--- config.mk ---
export PLATFORM = sky130hd
export DESIGN_NAME = pac_top
export DESIGN_NICKNAME = d
export VERILOG_FILES = /design/src/rtl/pac_edge_sel.v /design/src/rtl/pac_pct_conv.v /design/src/rtl/pac_top.v
export VERILOG_INCLUDE_DIRS = /design/src /design/src/rtl
export SDC_FILE = /design/constraint.sdc
export NUM_CORES = 1
export LEC_CHECK = 0
export BUFFER_PORTS_ARGS = -buffer_cell sky130_fd_sc_hd__buf_4
export CAP_MARGIN = 20
export CORE_ASPECT_RATIO = 0.6
export CORE_UTILIZATION = 30
export DETAILED_ROUTE_END_ITERATION = 10
export PLACE_DENSITY_LB_ADDON = 0.12
export SETUP_SLACK_MARGIN = 0.2
export SYNTH_ARGS = -nofsm -noshare
export SYNTH_HDL_FRONTEND = slang
export SYNTH_HIERARCHICAL = 1
export SYNTH_SLANG_ARGS = --single-unit
--- constraint.sdc ---
create_clock -name ref_clk -period 20.1 [get_ports ref_clk]
set_input_delay 4.02 -clock ref_clk [delete_from_list [all_inputs] [get_ports ref_clk]]
set_output_delay 4.02 -clock ref_clk [all_outputs]
set_load 0.02 [all_outputs]
--- src/rtl/pac_regs.vh ---
`ifndef PAC_REGS_VH
`define PAC_REGS_VH

// ----------------------------------------------------------------------------
// Register offsets
// ----------------------------------------------------------------------------
`define PAC_ADDR_CTRL     8'h00
`define PAC_ADDR_AMOUNT   8'h04
`define PAC_ADDR_BLOCK    8'h08
`define PAC_ADDR_MCOUNT   8'h0c
`define PAC_ADDR_STATUS   8'h10
`define PAC_ADDR_CMD      8'h14
`define PAC_ADDR_PRESAMP  8'h18

// ----------------------------------------------------------------------------
// Control fields and codes
// ----------------------------------------------------------------------------
`define PAC_CTL_EN        1:0
`define PAC_CTL_BLK       2
`define PAC_CTL_SRC       3
`define PAC_CTL_POL       4
`define PAC_CTL_ARM       6:5
`define PAC_CTL_DLY       8:7
`define PAC_CTL_FN        11:9
`define PAC_CTL_SUM       13:12
`define PAC_CTL_CYCLE_SAMPLING_ARM      14
`define PAC_CTL_CGATE     15
`define PAC_CTL_RESET     16'h0000
`define PAC_AMT_UNIT      31
`define PAC_AMT_VAL       15:0
`define PAC_AMT_RESET     32'h80000032
`define PAC_BLOCK_RESET   16'h0064
`define PAC_MCOUNT_RESET  16'h0064
`define PAC_CMD_START     0
`define PAC_CMD_ABORT     1
`define PAC_CMD_CLR_ERR   2
`define PAC_EN_OFF        2'h0
`define PAC_EN_ON         2'h1
`define PAC_EN_COND       2'h2
`define PAC_SRC_A         2'h0
`define PAC_SRC_B         2'h1
`define PAC_SRC_EXT       2'h2
`define PAC_DLY_OSC       2'h2
`define PAC_FN_FREQ       3'h0
`define PAC_FN_PERIOD     3'h1
`define PAC_FN_TOTAL      3'h2
`define PAC_FN_HTI        3'h3
`define PAC_FN_HCI        3'h4
`define PAC_FN_HSI        3'h5
`define PAC_SUM_NONE      2'h0
`define PAC_SUM_AB        2'h1
`define PAC_PCT_FULL      16'h0064

`endif

--- src/rtl/pac_edge_sel.v ---
`include "pac_regs.vh"

module pac_edge_sel (
  input  wire       ref_clk,
  input  wire       reset_n,
  input  wire [1:0] sel,
  input  wire       neg,
  input  wire       arm_source_select_a,
  input  wire       arm_source_select_b,
  input  wire       ext_arm,
  output wire       edge_hit
);

  reg  lvl_q;
  reg  src;

  always @* begin
    case (sel)
      `PAC_SRC_A: src = arm_source_select_a;
      `PAC_SRC_B: src = arm_source_select_b;
      default:    src = ext_arm;
    endcase
  end

  always @(posedge ref_clk or negedge reset_n) begin
    if (!reset_n) begin
      lvl_q <= 1'b0;
    end else begin
      lvl_q <= src;
    end
  end

  // Polarity only chooses which transition counts as the event.
  assign edge_hit = neg ? (lvl_q & ~src) : (~lvl_q & src);

endmodule // pac_edge_sel

--- src/rtl/pac_pct_conv.v ---
`include "pac_regs.vh"

module pac_pct_conv (
  input  wire [15:0] amount,
  input  wire        unit_pct,
  input  wire [15:0] block,
  output reg  [15:0] samples
);

  reg [15:0] pct;
  reg [31:0] prod;
  reg [31:0] quot;

  // Percent above full scale is clamped, so the result never exceeds block.
  always @* begin
    pct  = (amount > `PAC_PCT_FULL) ? `PAC_PCT_FULL : amount;
    prod = pct * block;
    quot = prod / {16'h0000, `PAC_PCT_FULL};
    if (unit_pct) begin
      samples = quot[15:0];
    end else begin
      samples = (amount > block) ? block : amount;
    end
  end

endmodule // pac_pct_conv

--- src/rtl/pac_top.v ---
`include "pac_regs.vh"

module pac_top (
  input  wire        ref_clk,
  input  wire        reset_n,
  input  wire        wb_cyc_i,
  input  wire        wb_stb_i,
  input  wire        wb_we_i,
  input  wire [7:0]  wb_adr_i,
  input  wire [3:0]  wb_sel_i,
  input  wire [31:0] wb_dat_i,
  output reg  [31:0] wb_dat_o,
  output reg         wb_ack_o,
  input  wire        arm_source_select_a,
  input  wire        arm_source_select_b,
  input  wire        ext_arm,
  input  wire        osc_tick,
  input  wire        ti_detect,
  input  wire        block_arm,
  input  wire        sample_tick,
  output reg         acquire,
  output reg         pretrig_hit,
  output reg         meas_done,
  output reg         block_rearm,
  output reg         sample_arm,
  output reg         stop_arm,
  output reg         delayed_arm,
  output reg  [1:0]  sum_pair
);

// ----------------------------------------------------------------------------
// States and helpers
// ----------------------------------------------------------------------------
  localparam [2:0] ST_IDLE  = 3'h0;
  localparam [2:0] ST_ARM   = 3'h1;
  localparam [2:0] ST_WATCH = 3'h2;
  localparam [2:0] ST_POST  = 3'h3;
  localparam [2:0] ST_DONE  = 3'h4;

  function is_hist;
    input [2:0] fn;
    begin
      is_hist = (fn == `PAC_FN_HTI) || (fn == `PAC_FN_HCI) ||
                (fn == `PAC_FN_HSI);
    end
  endfunction

  // A control word that names an impossible combination is refused whole.
  function ctrl_ok;
    input [15:0] c;
    reg          bad;
    begin
      bad = 1'b0;
      if (c[`PAC_CTL_EN] == 2'h3) bad = 1'b1;
      if (c[`PAC_CTL_ARM] == 2'h3) bad = 1'b1;
      if (c[`PAC_CTL_DLY] == 2'h3) bad = 1'b1;
      if (c[`PAC_CTL_FN] > `PAC_FN_HSI) bad = 1'b1;
      if (c[`PAC_CTL_DLY] == `PAC_DLY_OSC && !c[`PAC_CTL_CYCLE_SAMPLING_ARM])
        bad = 1'b1;
      if (c[`PAC_CTL_EN] == `PAC_EN_COND && !is_hist(c[`PAC_CTL_FN]))
        bad = 1'b1;
      if (c[`PAC_CTL_SUM] != `PAC_SUM_NONE && is_hist(c[`PAC_CTL_FN]))
        bad = 1'b1;
      if (c[`PAC_CTL_FN] == `PAC_FN_TOTAL &&
          c[`PAC_CTL_SUM] != `PAC_SUM_NONE &&
          c[`PAC_CTL_SUM] != `PAC_SUM_AB)
        bad = 1'b1;
      ctrl_ok = ~bad;
    end
  endfunction

// ----------------------------------------------------------------------------
// Register state
// ----------------------------------------------------------------------------
  reg  [15:0] ctrl_q;
  reg  [31:0] amount_q;
  reg  [15:0] block_q;
  reg  [15:0] mcount_q;
  reg         err_q;
  reg         trig_seen_q;
  reg  [2:0]  state_q;
  reg  [2:0]  state_d;
  reg  [15:0] cnt_q;
  reg  [15:0] cnt_d;
  reg  [15:0] tgt_q;
  reg  [15:0] tgt_d;
  reg  [15:0] mcnt_q;
  reg  [15:0] mcnt_d;
  reg  [15:0] pre_q;

  wire        wb_req;
  wire        wr_en;
  wire        rd_en;
  wire        start_cmd;
  wire        abort_cmd;
  wire        clr_err;
  wire [15:0] pre_sample_arm_level;
  wire        ext_edge;
  wire        arm_edge;
  wire        trig_ev;
  wire [1:0]  pretrig_enable;
  wire        pretrig_block_control;
  wire        pretrig_source_select;
  wire        ext_arm_edge_polarity;
  wire [1:0]  arm_source_select;
  wire [1:0]  delayed_arm_source;
  wire [2:0]  meas_func;
  wire        cycle_sampling_arm;
  wire        cont_gating;
  wire        pretrig_unit_query;
  wire        hist_fn;
  wire [31:0] status_word;

  assign pretrig_enable        = ctrl_q[`PAC_CTL_EN];
  assign pretrig_block_control = ctrl_q[`PAC_CTL_BLK];
  assign pretrig_source_select = ctrl_q[`PAC_CTL_SRC];
  assign ext_arm_edge_polarity = ctrl_q[`PAC_CTL_POL];
  assign arm_source_select     = ctrl_q[`PAC_CTL_ARM];
  assign delayed_arm_source    = ctrl_q[`PAC_CTL_DLY];
  assign meas_func             = ctrl_q[`PAC_CTL_FN];
  assign cycle_sampling_arm    = ctrl_q[`PAC_CTL_CYCLE_SAMPLING_ARM];
  assign cont_gating           = ctrl_q[`PAC_CTL_CGATE];
  assign pretrig_unit_query    = amount_q[`PAC_AMT_UNIT];
  assign hist_fn               = is_hist(meas_func);

// ----------------------------------------------------------------------------
// Wishbone slave: one wait state, ack for one cycle
// ----------------------------------------------------------------------------
  assign wb_req    = wb_cyc_i & wb_stb_i & ~wb_ack_o;
  assign wr_en     = wb_req & wb_we_i;
  assign rd_en     = wb_req & ~wb_we_i;
  assign start_cmd = wr_en && wb_adr_i == `PAC_ADDR_CMD && wb_sel_i[0] &&
                     wb_dat_i[`PAC_CMD_START];
  assign abort_cmd = wr_en && wb_adr_i == `PAC_ADDR_CMD && wb_sel_i[0] &&
                     wb_dat_i[`PAC_CMD_ABORT];
  assign clr_err   = wr_en && wb_adr_i == `PAC_ADDR_CMD && wb_sel_i[0] &&
                     wb_dat_i[`PAC_CMD_CLR_ERR];

  assign status_word = {22'h0, mcnt_q == 16'h0000 ? 1'b0 : 1'b1,
                        state_q, err_q,
                        pretrig_source_select,
                        pretrig_unit_query,
                        trig_seen_q,
                        state_q == ST_DONE,
                        acquire};

  // Byte lanes are merged so a partial write keeps the untouched bytes.
  always @(posedge ref_clk or negedge reset_n) begin
    if (!reset_n) begin
      ctrl_q   <= `PAC_CTL_RESET;
      amount_q <= `PAC_AMT_RESET;
      block_q  <= `PAC_BLOCK_RESET;
      mcount_q <= `PAC_MCOUNT_RESET;
    end else if (wr_en) begin
      case (wb_adr_i)
        `PAC_ADDR_CTRL: begin
          if (ctrl_ok({wb_sel_i[1] ? wb_dat_i[15:8] : ctrl_q[15:8],
                       wb_sel_i[0] ? wb_dat_i[7:0] : ctrl_q[7:0]})) begin
            if (wb_sel_i[0]) ctrl_q[7:0] <= wb_dat_i[7:0];
            if (wb_sel_i[1]) ctrl_q[15:8] <= wb_dat_i[15:8];
          end
        end
        `PAC_ADDR_AMOUNT: begin
          if (wb_sel_i[0]) amount_q[7:0] <= wb_dat_i[7:0];
          if (wb_sel_i[1]) amount_q[15:8] <= wb_dat_i[15:8];
          if (wb_sel_i[3]) amount_q[31] <= wb_dat_i[31];
        end
        `PAC_ADDR_BLOCK: begin
          if (wb_sel_i[0]) block_q[7:0] <= wb_dat_i[7:0];
          if (wb_sel_i[1]) block_q[15:8] <= wb_dat_i[15:8];
        end
        `PAC_ADDR_MCOUNT: begin
          if (wb_sel_i[0]) mcount_q[7:0] <= wb_dat_i[7:0];
          if (wb_sel_i[1]) mcount_q[15:8] <= wb_dat_i[15:8];
        end
        default: begin
        end
      endcase
    end
  end

  // A refused control write raises the error flag; a new refusal in the
  // same cycle as a clear keeps the flag set.
  always @(posedge ref_clk or negedge reset_n) begin
    if (!reset_n) begin
      err_q <= 1'b0;
    end else if (wr_en && wb_adr_i == `PAC_ADDR_CTRL &&
                 !ctrl_ok({wb_sel_i[1] ? wb_dat_i[15:8] : ctrl_q[15:8],
                           wb_sel_i[0] ? wb_dat_i[7:0] : ctrl_q[7:0]})) begin
      err_q <= 1'b1;
    end else if (clr_err) begin
      err_q <= 1'b0;
    end
  end

  always @(posedge ref_clk or negedge reset_n) begin
    if (!reset_n) begin
      wb_ack_o <= 1'b0;
      wb_dat_o <= 32'h00000000;
    end else begin
      wb_ack_o <= wb_req;
      if (rd_en) begin
        case (wb_adr_i)
          `PAC_ADDR_CTRL:    wb_dat_o <= {16'h0000, ctrl_q};
          `PAC_ADDR_AMOUNT:  wb_dat_o <= {amount_q[31], 15'h0000,
                                          amount_q[`PAC_AMT_VAL]};
          `PAC_ADDR_BLOCK:   wb_dat_o <= {16'h0000, block_q};
          `PAC_ADDR_MCOUNT:  wb_dat_o <= {16'h0000, mcount_q};
          `PAC_ADDR_STATUS:  wb_dat_o <= status_word;
          `PAC_ADDR_PRESAMP: wb_dat_o <= {16'h0000, pre_q};
          default:           wb_dat_o <= 32'h00000000;
        endcase
      end
    end
  end

// ----------------------------------------------------------------------------
// Trigger and arm sources
// ----------------------------------------------------------------------------
  pac_pct_conv u_conv (
    .amount   (amount_q[`PAC_AMT_VAL]),
    .unit_pct (amount_q[`PAC_AMT_UNIT]),
    .block    (block_q),
    .samples  (pre_sample_arm_level)
  );

  pac_edge_sel u_pt_edge (
    .ref_clk  (ref_clk),
    .reset_n  (reset_n),
    .sel      (`PAC_SRC_EXT),
    .neg      (ext_arm_edge_polarity),
    .arm_source_select_a   (arm_source_select_a),
    .arm_source_select_b   (arm_source_select_b),
    .ext_arm  (ext_arm),
    .edge_hit (ext_edge)
  );

  pac_edge_sel u_arm_edge (
    .ref_clk  (ref_clk),
    .reset_n  (reset_n),
    .sel      (arm_source_select),
    .neg      (1'b0),
    .arm_source_select_a   (arm_source_select_a),
    .arm_source_select_b   (arm_source_select_b),
    .ext_arm  (ext_arm),
    .edge_hit (arm_edge)
  );

  // Polarity matters only when the external arm input is the source.
  assign trig_ev = pretrig_source_select ? ext_edge : ti_detect;

  always @(posedge ref_clk or negedge reset_n) begin
    if (!reset_n) begin
      sample_arm  <= 1'b0;
      stop_arm    <= 1'b0;
      delayed_arm <= 1'b0;
      sum_pair    <= `PAC_SUM_NONE;
      pre_q       <= 16'h0000;
    end else begin
      sample_arm <= arm_edge & cont_gating;
      stop_arm   <= arm_edge & ~cont_gating;
      case (delayed_arm_source)
        `PAC_SRC_A:   delayed_arm <= arm_source_select_a;
        `PAC_SRC_B:   delayed_arm <= arm_source_select_b;
        `PAC_DLY_OSC: delayed_arm <= osc_tick & cycle_sampling_arm;
        default:      delayed_arm <= 1'b0;
      endcase
      sum_pair <= ctrl_q[`PAC_CTL_SUM];
      pre_q    <= pre_sample_arm_level;
    end
  end

// ----------------------------------------------------------------------------
// Acquisition sequencer
// ----------------------------------------------------------------------------
  always @* begin
    state_d = state_q;
    cnt_d   = cnt_q;
    tgt_d   = tgt_q;
    mcnt_d  = mcnt_q;
    if (sample_tick && (state_q == ST_WATCH || state_q == ST_POST))
      mcnt_d = mcnt_q + 16'h0001;
    case (state_q)
      ST_IDLE, ST_DONE: begin
        if (start_cmd) begin
          cnt_d  = 16'h0000;
          mcnt_d = 16'h0000;
          if (pretrig_enable == `PAC_EN_OFF) begin
            tgt_d   = block_q;
            state_d = ST_POST;
          end else begin
            state_d = ST_ARM;
          end
        end
      end
      ST_ARM: begin
        if (block_arm) begin
          cnt_d   = 16'h0000;
          state_d = ST_WATCH;
        end
      end
      ST_WATCH: begin
        if (trig_ev) begin
          cnt_d = 16'h0000;
          if (hist_fn) begin
            state_d = ST_DONE;
          end else begin
            tgt_d   = block_q - pre_q;
            state_d = ST_POST;
          end
        end else if (pretrig_enable == `PAC_EN_COND && hist_fn &&
                     mcnt_d >= mcount_q) begin
          state_d = ST_DONE;
        end else if (sample_tick) begin
          if (cnt_q + 16'h0001 >= block_q) begin
            cnt_d = 16'h0000;
            if (pretrig_block_control)
              state_d = ST_ARM;
          end else begin
            cnt_d = cnt_q + 16'h0001;
          end
        end
      end
      ST_POST: begin
        if (tgt_q == 16'h0000) begin
          state_d = ST_DONE;
        end else if (sample_tick) begin
          cnt_d = cnt_q + 16'h0001;
          if (cnt_d >= tgt_q)
            state_d = ST_DONE;
        end
      end
      default: state_d = ST_IDLE;
    endcase
    if (abort_cmd)
      state_d = ST_IDLE;
  end

  always @(posedge ref_clk or negedge reset_n) begin
    if (!reset_n) begin
      state_q     <= ST_IDLE;
      cnt_q       <= 16'h0000;
      tgt_q       <= 16'h0000;
      mcnt_q      <= 16'h0000;
      trig_seen_q <= 1'b0;
      acquire     <= 1'b0;
      pretrig_hit <= 1'b0;
      meas_done   <= 1'b0;
      block_rearm <= 1'b0;
    end else begin
      state_q     <= state_d;
      cnt_q       <= cnt_d;
      tgt_q       <= tgt_d;
      mcnt_q      <= mcnt_d;
      acquire     <= state_d == ST_WATCH || state_d == ST_POST;
      pretrig_hit <= state_q == ST_WATCH && trig_ev;
      meas_done   <= state_q != ST_DONE && state_d == ST_DONE;
      block_rearm <= state_q == ST_WATCH && state_d == ST_ARM;
      // The trigger flag is set over a start in the same cycle.
      if (state_q == ST_WATCH && trig_ev)
        trig_seen_q <= 1'b1;
      else if (start_cmd)
        trig_seen_q <= 1'b0;
    end
  end

endmodule // pac_top

Word level (Yosys, flattened, before mapping)

Index checks and enable logic that the tools add are counted.

Output and inout port bits: 42
Bits of input ports: 56
Word-level logic and storage cells: 205
Bits in registers: 178

Add/sub/neg operators: 3
$mul: 1
$lt $le $gt $ge: 6
Mux-type cells: 56
Bitwise operators: 17
Reduce and logical (&&, ||, !) cells: 51
Equality and inequality tests: 41
Div/mod/pow operators: 1

Operator list:

| cell                                                                              | count |
|---|---|
| 16-bit 2-to-1 mux                                                                 | 18 |
| 32-bit one-hot mux with 6 select lines                                            | 1 |
| 16-bit one-hot mux with 4 select lines                                            | 1 |
| 16-bit greater-or-equal comparator                                                | 3 |
| 3-bit 2-to-1 mux                                                                  | 12 |
| 16-bit by 1-bit adder with 16-bit output (second input constant)                  | 2 |
| 32-bit by 7-bit divider with 32-bit output (second input constant)                | 1 |
| 16-bit zero test                                                                  | 2 |
| 16-bit by 16-bit multiplier with 32-bit output                                    | 1 |
| 16-bit one-hot mux with 2 select lines                                            | 1 |
| 8-bit by 5-bit equality test with 1-bit output (second input constant)            | 3 |
| 3-bit AND reduction                                                               | 8 |
| 3-bit by 2-bit equality test with 1-bit output (second input constant)            | 7 |
| 3-bit equality test (second input constant)                                       | 6 |
| 1-bit logical AND                                                                 | 18 |
| 1-bit 2-to-1 mux                                                                  | 17 |
| 8-bit by 4-bit equality test with 1-bit output (second input constant)            | 2 |
| 16-bit greater-than comparator                                                    | 1 |
| 16-bit by 7-bit greater-than comparator with 1-bit output (second input constant) | 1 |
| 16-bit subtractor                                                                 | 1 |
| 2-bit equality test (second input constant)                                       | 7 |
| 2-bit != test (second input constant)                                             | 7 |
| 3-bit one-hot mux with 4 select lines                                             | 1 |
| 1-bit bitwise AND                                                                 | 10 |
| other kinds (23)                                                                  | 45 |

Depth between registers and ports, before layout

Gate-level depths: netlist (run 1).

Word-level depth: 14
Depth in mapped cells: 91
Mapped depth without buffers: 79

Hierarchy

Netlist (run 1), hierarchy kept.

Modules (own cells, without submodules):

| module       | cells each | times used | area an instance (um^2) |
|---|---|---|---|
| pac_pct_conv | 1,872      | 1          | 14,919.3 |
| pac_top      | 978        | 1          | 9,895.7 |
| pac_edge_sel | 6          | 2          | 71.3 |

Worst setup path before layout (run 1)

No wires, ideal clock.

Kind: register -> register
Start point: reg amount_q[14]
End point: reg pre_q[0]
Path slack: -0.068 ns
Required time: 20.034 ns
Arrival time: 20.102 ns
Library setup time: 0.066 ns
Cell stages (with the launch flop): 81
Cell sequence: dfrtp_1 -> nor4_1 -> nand3_1 -> a31oi_1 -> clkbuf_1 -> nor2b_1 -> clkbuf_1 -> nor2_1 -> fa_1 -> fa_1 -> fa_1 -> fa_1 -> fa_1 -> inv_1 -> fa_1 -> inv_1 -> ha_1 -> clkbuf_1 -> (+45 left out) -> o2111ai_1 -> o211ai_2 -> o32ai_4 -> nand2_2 -> nor4_4 -> o21a_2 -> mux2_1 -> o32a_1 -> a31o_1 -> a21o_1 -> and2_1 -> buf_2 -> xnor2_1 -> o31a_1 -> and3b_1 -> a2111o_1 -> mux2i_1 -> a31o_1

Cells in the longest elaborated chain, start to end: 5

Ends and longest elaborated chain:

| item                                                                       | line              | RTL |
|---|---|---|
| from (decl)                                                                | pac_top.v:76      | `reg [31:0] amount_q;` |
| from (signal assigned)                                                     | pac_top.v:151     | `` amount_q <= `PAC_AMT_RESET; `` |
| from (signal assigned)                                                     | pac_top.v:165     | `if (wb_sel_i[1]) amount_q[15:8] <= wb_dat_i[15:8];` |
| 16-bit by 7-bit greater-than comparator with 1-bit output (no source line) | n/a               |  |
| 16-bit 2-to-1 mux                                                          | pac_pct_conv.v:16 | `` pct = (amount > `PAC_PCT_FULL) ? `PAC_PCT_FULL : amount; `` |
| 16-bit by 16-bit multiplier with 32-bit output                             | pac_pct_conv.v:17 | `prod = pct * block;` |
| 32-bit by 7-bit divider with 32-bit output                                 | pac_pct_conv.v:18 | `` quot = prod / {16'h0000, `PAC_PCT_FULL}; `` |
| 16-bit 2-to-1 mux (*)                                                      | pac_pct_conv.v:19 | `if (unit_pct) begin` |
| net pre_sample_arm_level[0]                                                | pac_top.v:97      | `wire [15:0] pre_sample_arm_level;` |
| to (signal assigned)                                                       | pac_top.v:269     | `pre_q <= pre_sample_arm_level;` |
| to (decl)                                                                  | pac_top.v:89      | `reg [15:0] pre_q;` |

The timed path passes the listed nets; every way through them passes the cells marked *.
A chain may end at the register's enable or synchronous reset.

Worst setup path in the final report (run 1)

Start point: reg amount_q[8]
End point: reg pre_q[0]

The elaborated chain is that of the path after synthesis.

==> results of run 1 <==
-- repair_timing --
item / CTS / global route
gates cloned: 2 / 1
setup buffers: 29 / 59
setup endpoints to repair: 4 / 4
resized for setup: 128 / 251
pin swaps: 61 / 189
-- final cells by class --
cell class | instances | area share, %
sequential | 163 | 12.3
inverter | 305 | 3.44
timing repair buffer | 572 | 13.7
clock inverter | 6 | 0.323
multi-input combinational | 2445 | 64.3
antenna | 1 | 0.00752
tap | 1079 | 4.06
clock buffer | 27 | 1.96
-- worst max-delay path by stage --
stage	from	endpoint	slack (ps)	cells after the start
2_1_floorplan	amount_q[14]	pre_q[0]	210	80
3_3_place_gp	amount_q[14]	pre_q[0]	-860	85
3_5_place_dp	amount_q[14]	pre_q[0]	-880	80
4_1_cts	amount_q[11]	pre_q[0]	200	84
5_1_grt	amount_q[8]	pre_q[0]	-780	87
6_report	amount_q[8]	pre_q[0]	-70	86
-- logic make-up (layout without fill, tap and decap cells) --
logic type,Yosys count,after routing,synth area share (%)
adder cells (fa/ha/maj),385,385,25.1
multiplexers,135,135,6.51
XOR/XNOR,110,110,4.03
AO/OA/AOI/OAI,736,736,21.8
buffers and inverters,414,910,6.78
other,4,164,0.0601
AND/OR/NAND/NOR,915,916,19.4
flip-flops,163,163,16.4
-- flip-flops by register name, summed over array words and instances, names as in the netlist, 3 cells and up --
signal and count:
wb_dat_o 17, cnt_q 16, tgt_q 16, pre_q 16, mcount_q 16, mcnt_q 16
state_q 3, amount_q 16, block_q 16, ctrl_q 16
-- per-layer routing --
layer	part of all wire, %	wire length (µm)	up-vias	track usage (%)
met5	0.012	11	-	0
met4	0.69	616	2	1.85
met3	7.7	6880	64	5.11
met2	38	33800	693	26.6
met1	53	47500	12200	33.6
li1	-	-	11500	-
-- placed cells by master (no fill, tap or decap), types with 18 or more instances in the layout --
cell	count
buf_4	522
inv_1	280
nand2_1	193
nor2_1	183
fa_1	174
ha_1	168
conb_1	163
dfrtp_1	153
a21oi_1	141
o21ai_0	101
nand3_1	82
mux2_2	71
and3_1	68
xnor2_1	67
nor3_1	48
buf_6	44
and2_1	42
o211ai_1	38
xor2_1	32
nand4_1	32
a211oi_1	28
a21o_1	27
mux2i_1	26
o21ai_1	26
clkbuf_16	25
inv_2	25
nor4_1	23
nand2b_1	23
o21a_1	21
fa_2	21
a31oi_1	20
o31ai_1	18
-- worst max-delay path: cells and delay by family (launching register included) --
kind / cells / cell delay [ps]
compound gates: 36 / 7710
flops: 1 / 400
xor+xnor: 4 / 750
mux: 4 / 960
fa+ha+maj: 7 / 3210
buf+inv: 17 / 2440
simple gates: 18 / 4580
-- through the flow --
stage / hold WS, ps / instances
after floorplan: 394 / 3021
after global placement: 460 / 4472
after detailed placement: 469 / 4472
after CTS: 491 / 4536
after global routing: 516 / 4597
final: 486 / 4598
==> flow_summary_export.csv, run 1 <==
group,metric,value,unit
drt,vias,24400,
sta,setup_tns,-66.6,ps
critical_path,crit-reg2reg-launch,"amount_q[8]",
drt,postRouteAntennaNets,0,
run,max-cap-violations,0,
logic_synthesis,synth_top_area_share,15.6,%
logic_synthesis,yosysTopAreaCell,"fa_1",
cells_and_area,fin_nets,3949,
sta,slew_violations,0,
sta,rsz0062_at_grt,"true",
logic_synthesis,syn_area_per_cell,8.72,µm²
critical_path,cp.required,20490,ps
placement,dp_hpwl,71.0,mm
critical_path,cp.arrival,20560,ps
clock_tree,cts_max_level,4,
sta,clock.fmax,49.6,MHz
grt,grt_max_degree,97,
logic_synthesis,synth_edf_count,0,
clock_tree,cts_inserted_buffers,25,
sta,relSlewSlack,16.4,%
worst_hold_path,min_from,"wb_dat_o[31]",
critical_path,worstRegToRegCells,86,
critical_path,r2r_slack,-70,ps
cells_and_area,multiInputGateArea,0.0214,mm²
clock_tree,cts_tree,"yes",
placement,io_buffers,66,
grt,grt-ovfl-total,0,
critical_path,path_common_cell,"buf_6",
clock_tree,clock_path_buffers,3,
critical_path,path_max_fanout,8,
worst_hold_path,hold_path.class,"register to register",
logic_synthesis,ys.flop_type,"dfrtp_1",
drt,vias_per_cell,5.31,
critical_path,slowest_delay,570,ps
clock_tree,cts_root_buf,"clkbuf_16",
sta,period_share,100,%
drt,drc_errors,0,
critical_path,setup.worst_path.start_class,"register",
sta,worst_slack,-66.6,ps
logic_synthesis,ys_top_cells_by_count,"inv_1, nand2_1, fa_1, nor2_1, ha_1",
placement,routabilityCongestion,0.915,
run_status,violations,"negative setup slack",
grt,grt_pass1_wl,136,mm
die,start_util,30.5,%
cells_and_area,postLayoutCoreUtil,40.6,%
drt,drtPass1Iterations,5,
worst_hold_path,holdPathEnd,"wb_dat_o[31]",
grt,grt_use_total,20.5,%
logic_synthesis,ys_types,132,
logic_synthesis,ys_top_cells_by_area,"fa_1, dfrtp_1, ha_1, inv_1, mux2_2",
placement,postPlaceCellArea,0.0300,mm²
die,rows,81,
logic_synthesis,post-synth-top-count-cell,"inv_1",
drt,first_iter_violations,1805,
grt,antenna_found_initial,2,
critical_path,slowest_stage,"fa_1",
sta,fin_worst_skew,29.5,ps
die,dieArea,0.0844,mm²
drt,routed_wl,88.8,mm
clock_tree,ctsHoldBuffers,0,
cells_and_area,layout-drive-gt1-share,30.4,%
run_status,status,"finished with violations",
sta,tightest_slew,1250,ps
die,coreArea,0.0819,mm²
die,ios,98,
die,die_w,374,µm
logic_synthesis,yosys_register_bits,163,
critical_path,cp-end-kind,"register",
logic_synthesis,ys_seq_area_share,16.4,%
critical_path,r2r-end,"pre_q[0]",
drt,wire_per_inst,19.3,µm
logic_synthesis,synth_area,0.0250,mm²
clock_tree,cts.sinks,163,
cells_and_area,final_area,0.0333,mm²
placement,dp_slack,-883,ps
cells_and_area,seq_area,0.00409,mm²
sta,min_period,20170,ps
clock_tree,clk_pin_slew,70,ps
cells_and_area,fillers,8179,
logic_synthesis,async_flop_share,100,%
sta,setup_violations,1,
critical_path,critPathKind,"register to register",
clock_tree,clk_latency,500,ps
worst_hold_path,hold_depth,2,
grt,grt_pass1_vias,23500,
logic_synthesis,ys.warnings.count,6,
die,die_h,225,µm
sta,hold_violations,0,
logic_synthesis,netlist_instances,2862,
cells_and_area,syn2layout_area_growth,33.3,%
Power of run 1 is left out: the tool's default activity adds up to more than one toggle a clock period on the data nets, which glitch-free logic cannot reach.
==> run 2: changes to the inputs <==
==> constraint.sdc (replaced) <==
create_clock -name ref_clk -period 16.2 [get_ports ref_clk]
set_input_delay 3.24 -clock ref_clk [delete_from_list [all_inputs] [get_ports ref_clk]]
set_output_delay 3.24 -clock ref_clk [all_outputs]
set_load 0.02 [all_outputs]
==> run 2 against run 1 <==
Compared with the run above:
- the run still ends with negative setup slack left
- clock skew decreased by 2.5 ps
- fmax is 4.3% higher
- setup slack got worse by 3100 ps
- utilization rose by 1.3 points
- die area did not move
- non-clock buffer count up 110
- register-to-register slack got worse by 3100 ps
- flip-flop and latch count is the same
==> flow_summary_export.csv, run 2 (synthesis gave the netlist of run 1 again) <==
group,metric,value,unit
placement,routabilityCongestion,0.932,
drt,drc_errors,0,
cells_and_area,fin_nets,4058,
clock_tree,cts_max_level,4,
die,dieArea,0.0844,mm²
run,max-cap-violations,0,
clock_tree,clk_pin_slew,60,ps
cells_and_area,diodes,0,
sta,slew_violations,0,
cells_and_area,fillers,8176,
clock_tree,ctsHoldBuffers,0,
cells_and_area,multiInputGateArea,0.0215,mm²
critical_path,cp.arrival,19770,ps
die,start_util,30.5,%
sta,hold_violations,0,
critical_path,path_max_fanout,7,
sta,min_period,19330,ps
clock_tree,cts_tree,"yes",
cells_and_area,seq_area,0.00409,mm²
clock_tree,cts_root_buf,"clkbuf_16",
worst_hold_path,hold_depth,2,
placement,dp_slack,-3920,ps
sta,fin_hold_ws,482,ps
sta,fin_worst_skew,27.0,ps
cells_and_area,postLayoutCoreUtil,41.9,%
cells_and_area,largest_register_ff_count,17,
worst_hold_path,holdPathEnd,"wb_dat_o[12]",
cells_and_area,largest-register,"wb_dat_o",
grt,antenna_found_initial,2,
run_status,status,"finished with violations",
cells_and_area,layout.cells.most_common,"buf_4",
critical_path,cp.required,16630,ps
die,die_h,225,µm
sta,setup_violations,7,
critical_path,worstRegToRegCells,77,
grt,grt_pass1_wl,140,mm
clock_tree,clock_path_buffers,3,
sta,rsz0062_at_grt,"true",
cells_and_area,final_cell_mix,"buf_4, inv_1, nand2_1",
drt,postRouteAntennaNets,0,
critical_path,cp-end-kind,"register",
placement,dp.cells,4574,
critical_path,path_common_cell,"fa_1",
sta,period_share,119,%
drt,wire_per_inst,19.1,µm
placement,dp_hpwl,73.1,mm
clock_tree,cts.sinks,163,
clock_tree,cts_inserted_buffers,25,
critical_path,critPathKind,"register to register",
cells_and_area,layout-drive-gt1-share,32.3,%
grt,grt_max_degree,70,
sta,relSlewSlack,21.7,%
worst_hold_path,hold_path.class,"register to register",
critical_path,r2r_slack,-3130,ps
sta,tightest_slew,1170,ps
die,die_w,374,µm
drt,vias_per_cell,5.20,
drt,routed_wl,89.8,mm
critical_path,setup.worst_path.start_class,"register",
critical_path,slowest_delay,580,ps
grt,grt-ovfl-total,0,
placement,io_buffers,66,
die,coreArea,0.0819,mm²
cells_and_area,syn2layout_area_growth,37.6,%
clock_tree,clk_latency,510,ps
grt,grt_pass1_vias,23900,
critical_path,crit-reg2reg-launch,"amount_q[8]",
run_status,violations,"negative setup slack",
critical_path,r2r-end,"pre_q[0]",
drt,drtPass1Iterations,5,
drt,vias,24500,
critical_path,slowest_stage,"fa_1",
die,rows,81,
critical_path,crit_buf_inv,11,
drt,first_iter_violations,1765,
die,ios,98,
grt,grt_use_total,21.0,%
critical_path,critPathTopFamily,"compound AO/OA/AOI/OAI gates",
worst_hold_path,min_from,"wb_dat_o[12]",
cells_and_area,finalNonFillerCells,4706,
sta,clock.fmax,51.7,MHz
sta,worst_slack,-3130,ps
run 2: changes by cell type in the layout (fill, tap and decap cells not counted), sizes merged:
cell / before / now
buf: 572 / 681
clkbuf: 27 / 29
bufbuf: 0 / 1
bufinv: 3 / 2
clkinvlp: 1 / 0
diode: 1 / 0
or2: 23 / 22
run 2: repair_timing:
action	4_1_cts	5_1_grt
gates cloned	3	0
setup buffers	64	29
pin swaps	137	66
setup endpoints to repair	9	9
resized for setup	226	105
run 2: worst min-delay path: cells and delay by family (launching register included):
family	cells	cell delay, ps
DFF	1	340
AOI/OAI and AO/OA	1	60
and+or+nand+nor	1	40
run 2: worst max-delay path by stage:
stage | start | endpoint | slack, ps | cells after the start
after global placement | amount_q[15] | pre_q[0] | -3790 | 90
after CTS | amount_q[14] | pre_q[0] | -2830 | 78
after floorplan | amount_q[8] | pre_q[1] | -2880 | 78
final | amount_q[8] | pre_q[0] | -3130 | 77
after detailed placement | amount_q[15] | pre_q[0] | -3920 | 89
after global routing | amount_q[8] | pre_q[0] | -3910 | 87
run 2: routing by layer:
layer / track usage, % / vias up / share of wire, %
met1: 34.5 / 12200 / 54
met2: 27.3 / 596 / 38
met5: 1.26 / - / 0.18
met4: 1.63 / 4 / 0.52
met3: 5.16 / 56 / 7.0
li1: - / 11700 / -
run 2: cell type report:
class,count,share of cell area [%]
multi-input cells,2444,62.7
repair buffers,682,15.9
flip-flops and latches,163,11.9
well taps,1079,3.93
inverters,305,3.33
clock buffers,29,1.95
clock inverters,4,0.204
run 2: metrics by stage:
stage	TNS [ps]	area (µm²)
2_1_floorplan	-12480	25900
3_3_place_gp	-20170	31100
3_5_place_dp	-21330	31100
4_1_cts	-12850	33600
5_1_grt	-20300	34300
6_report	-14850	34300
Power of run 2 is left out for the same reason.
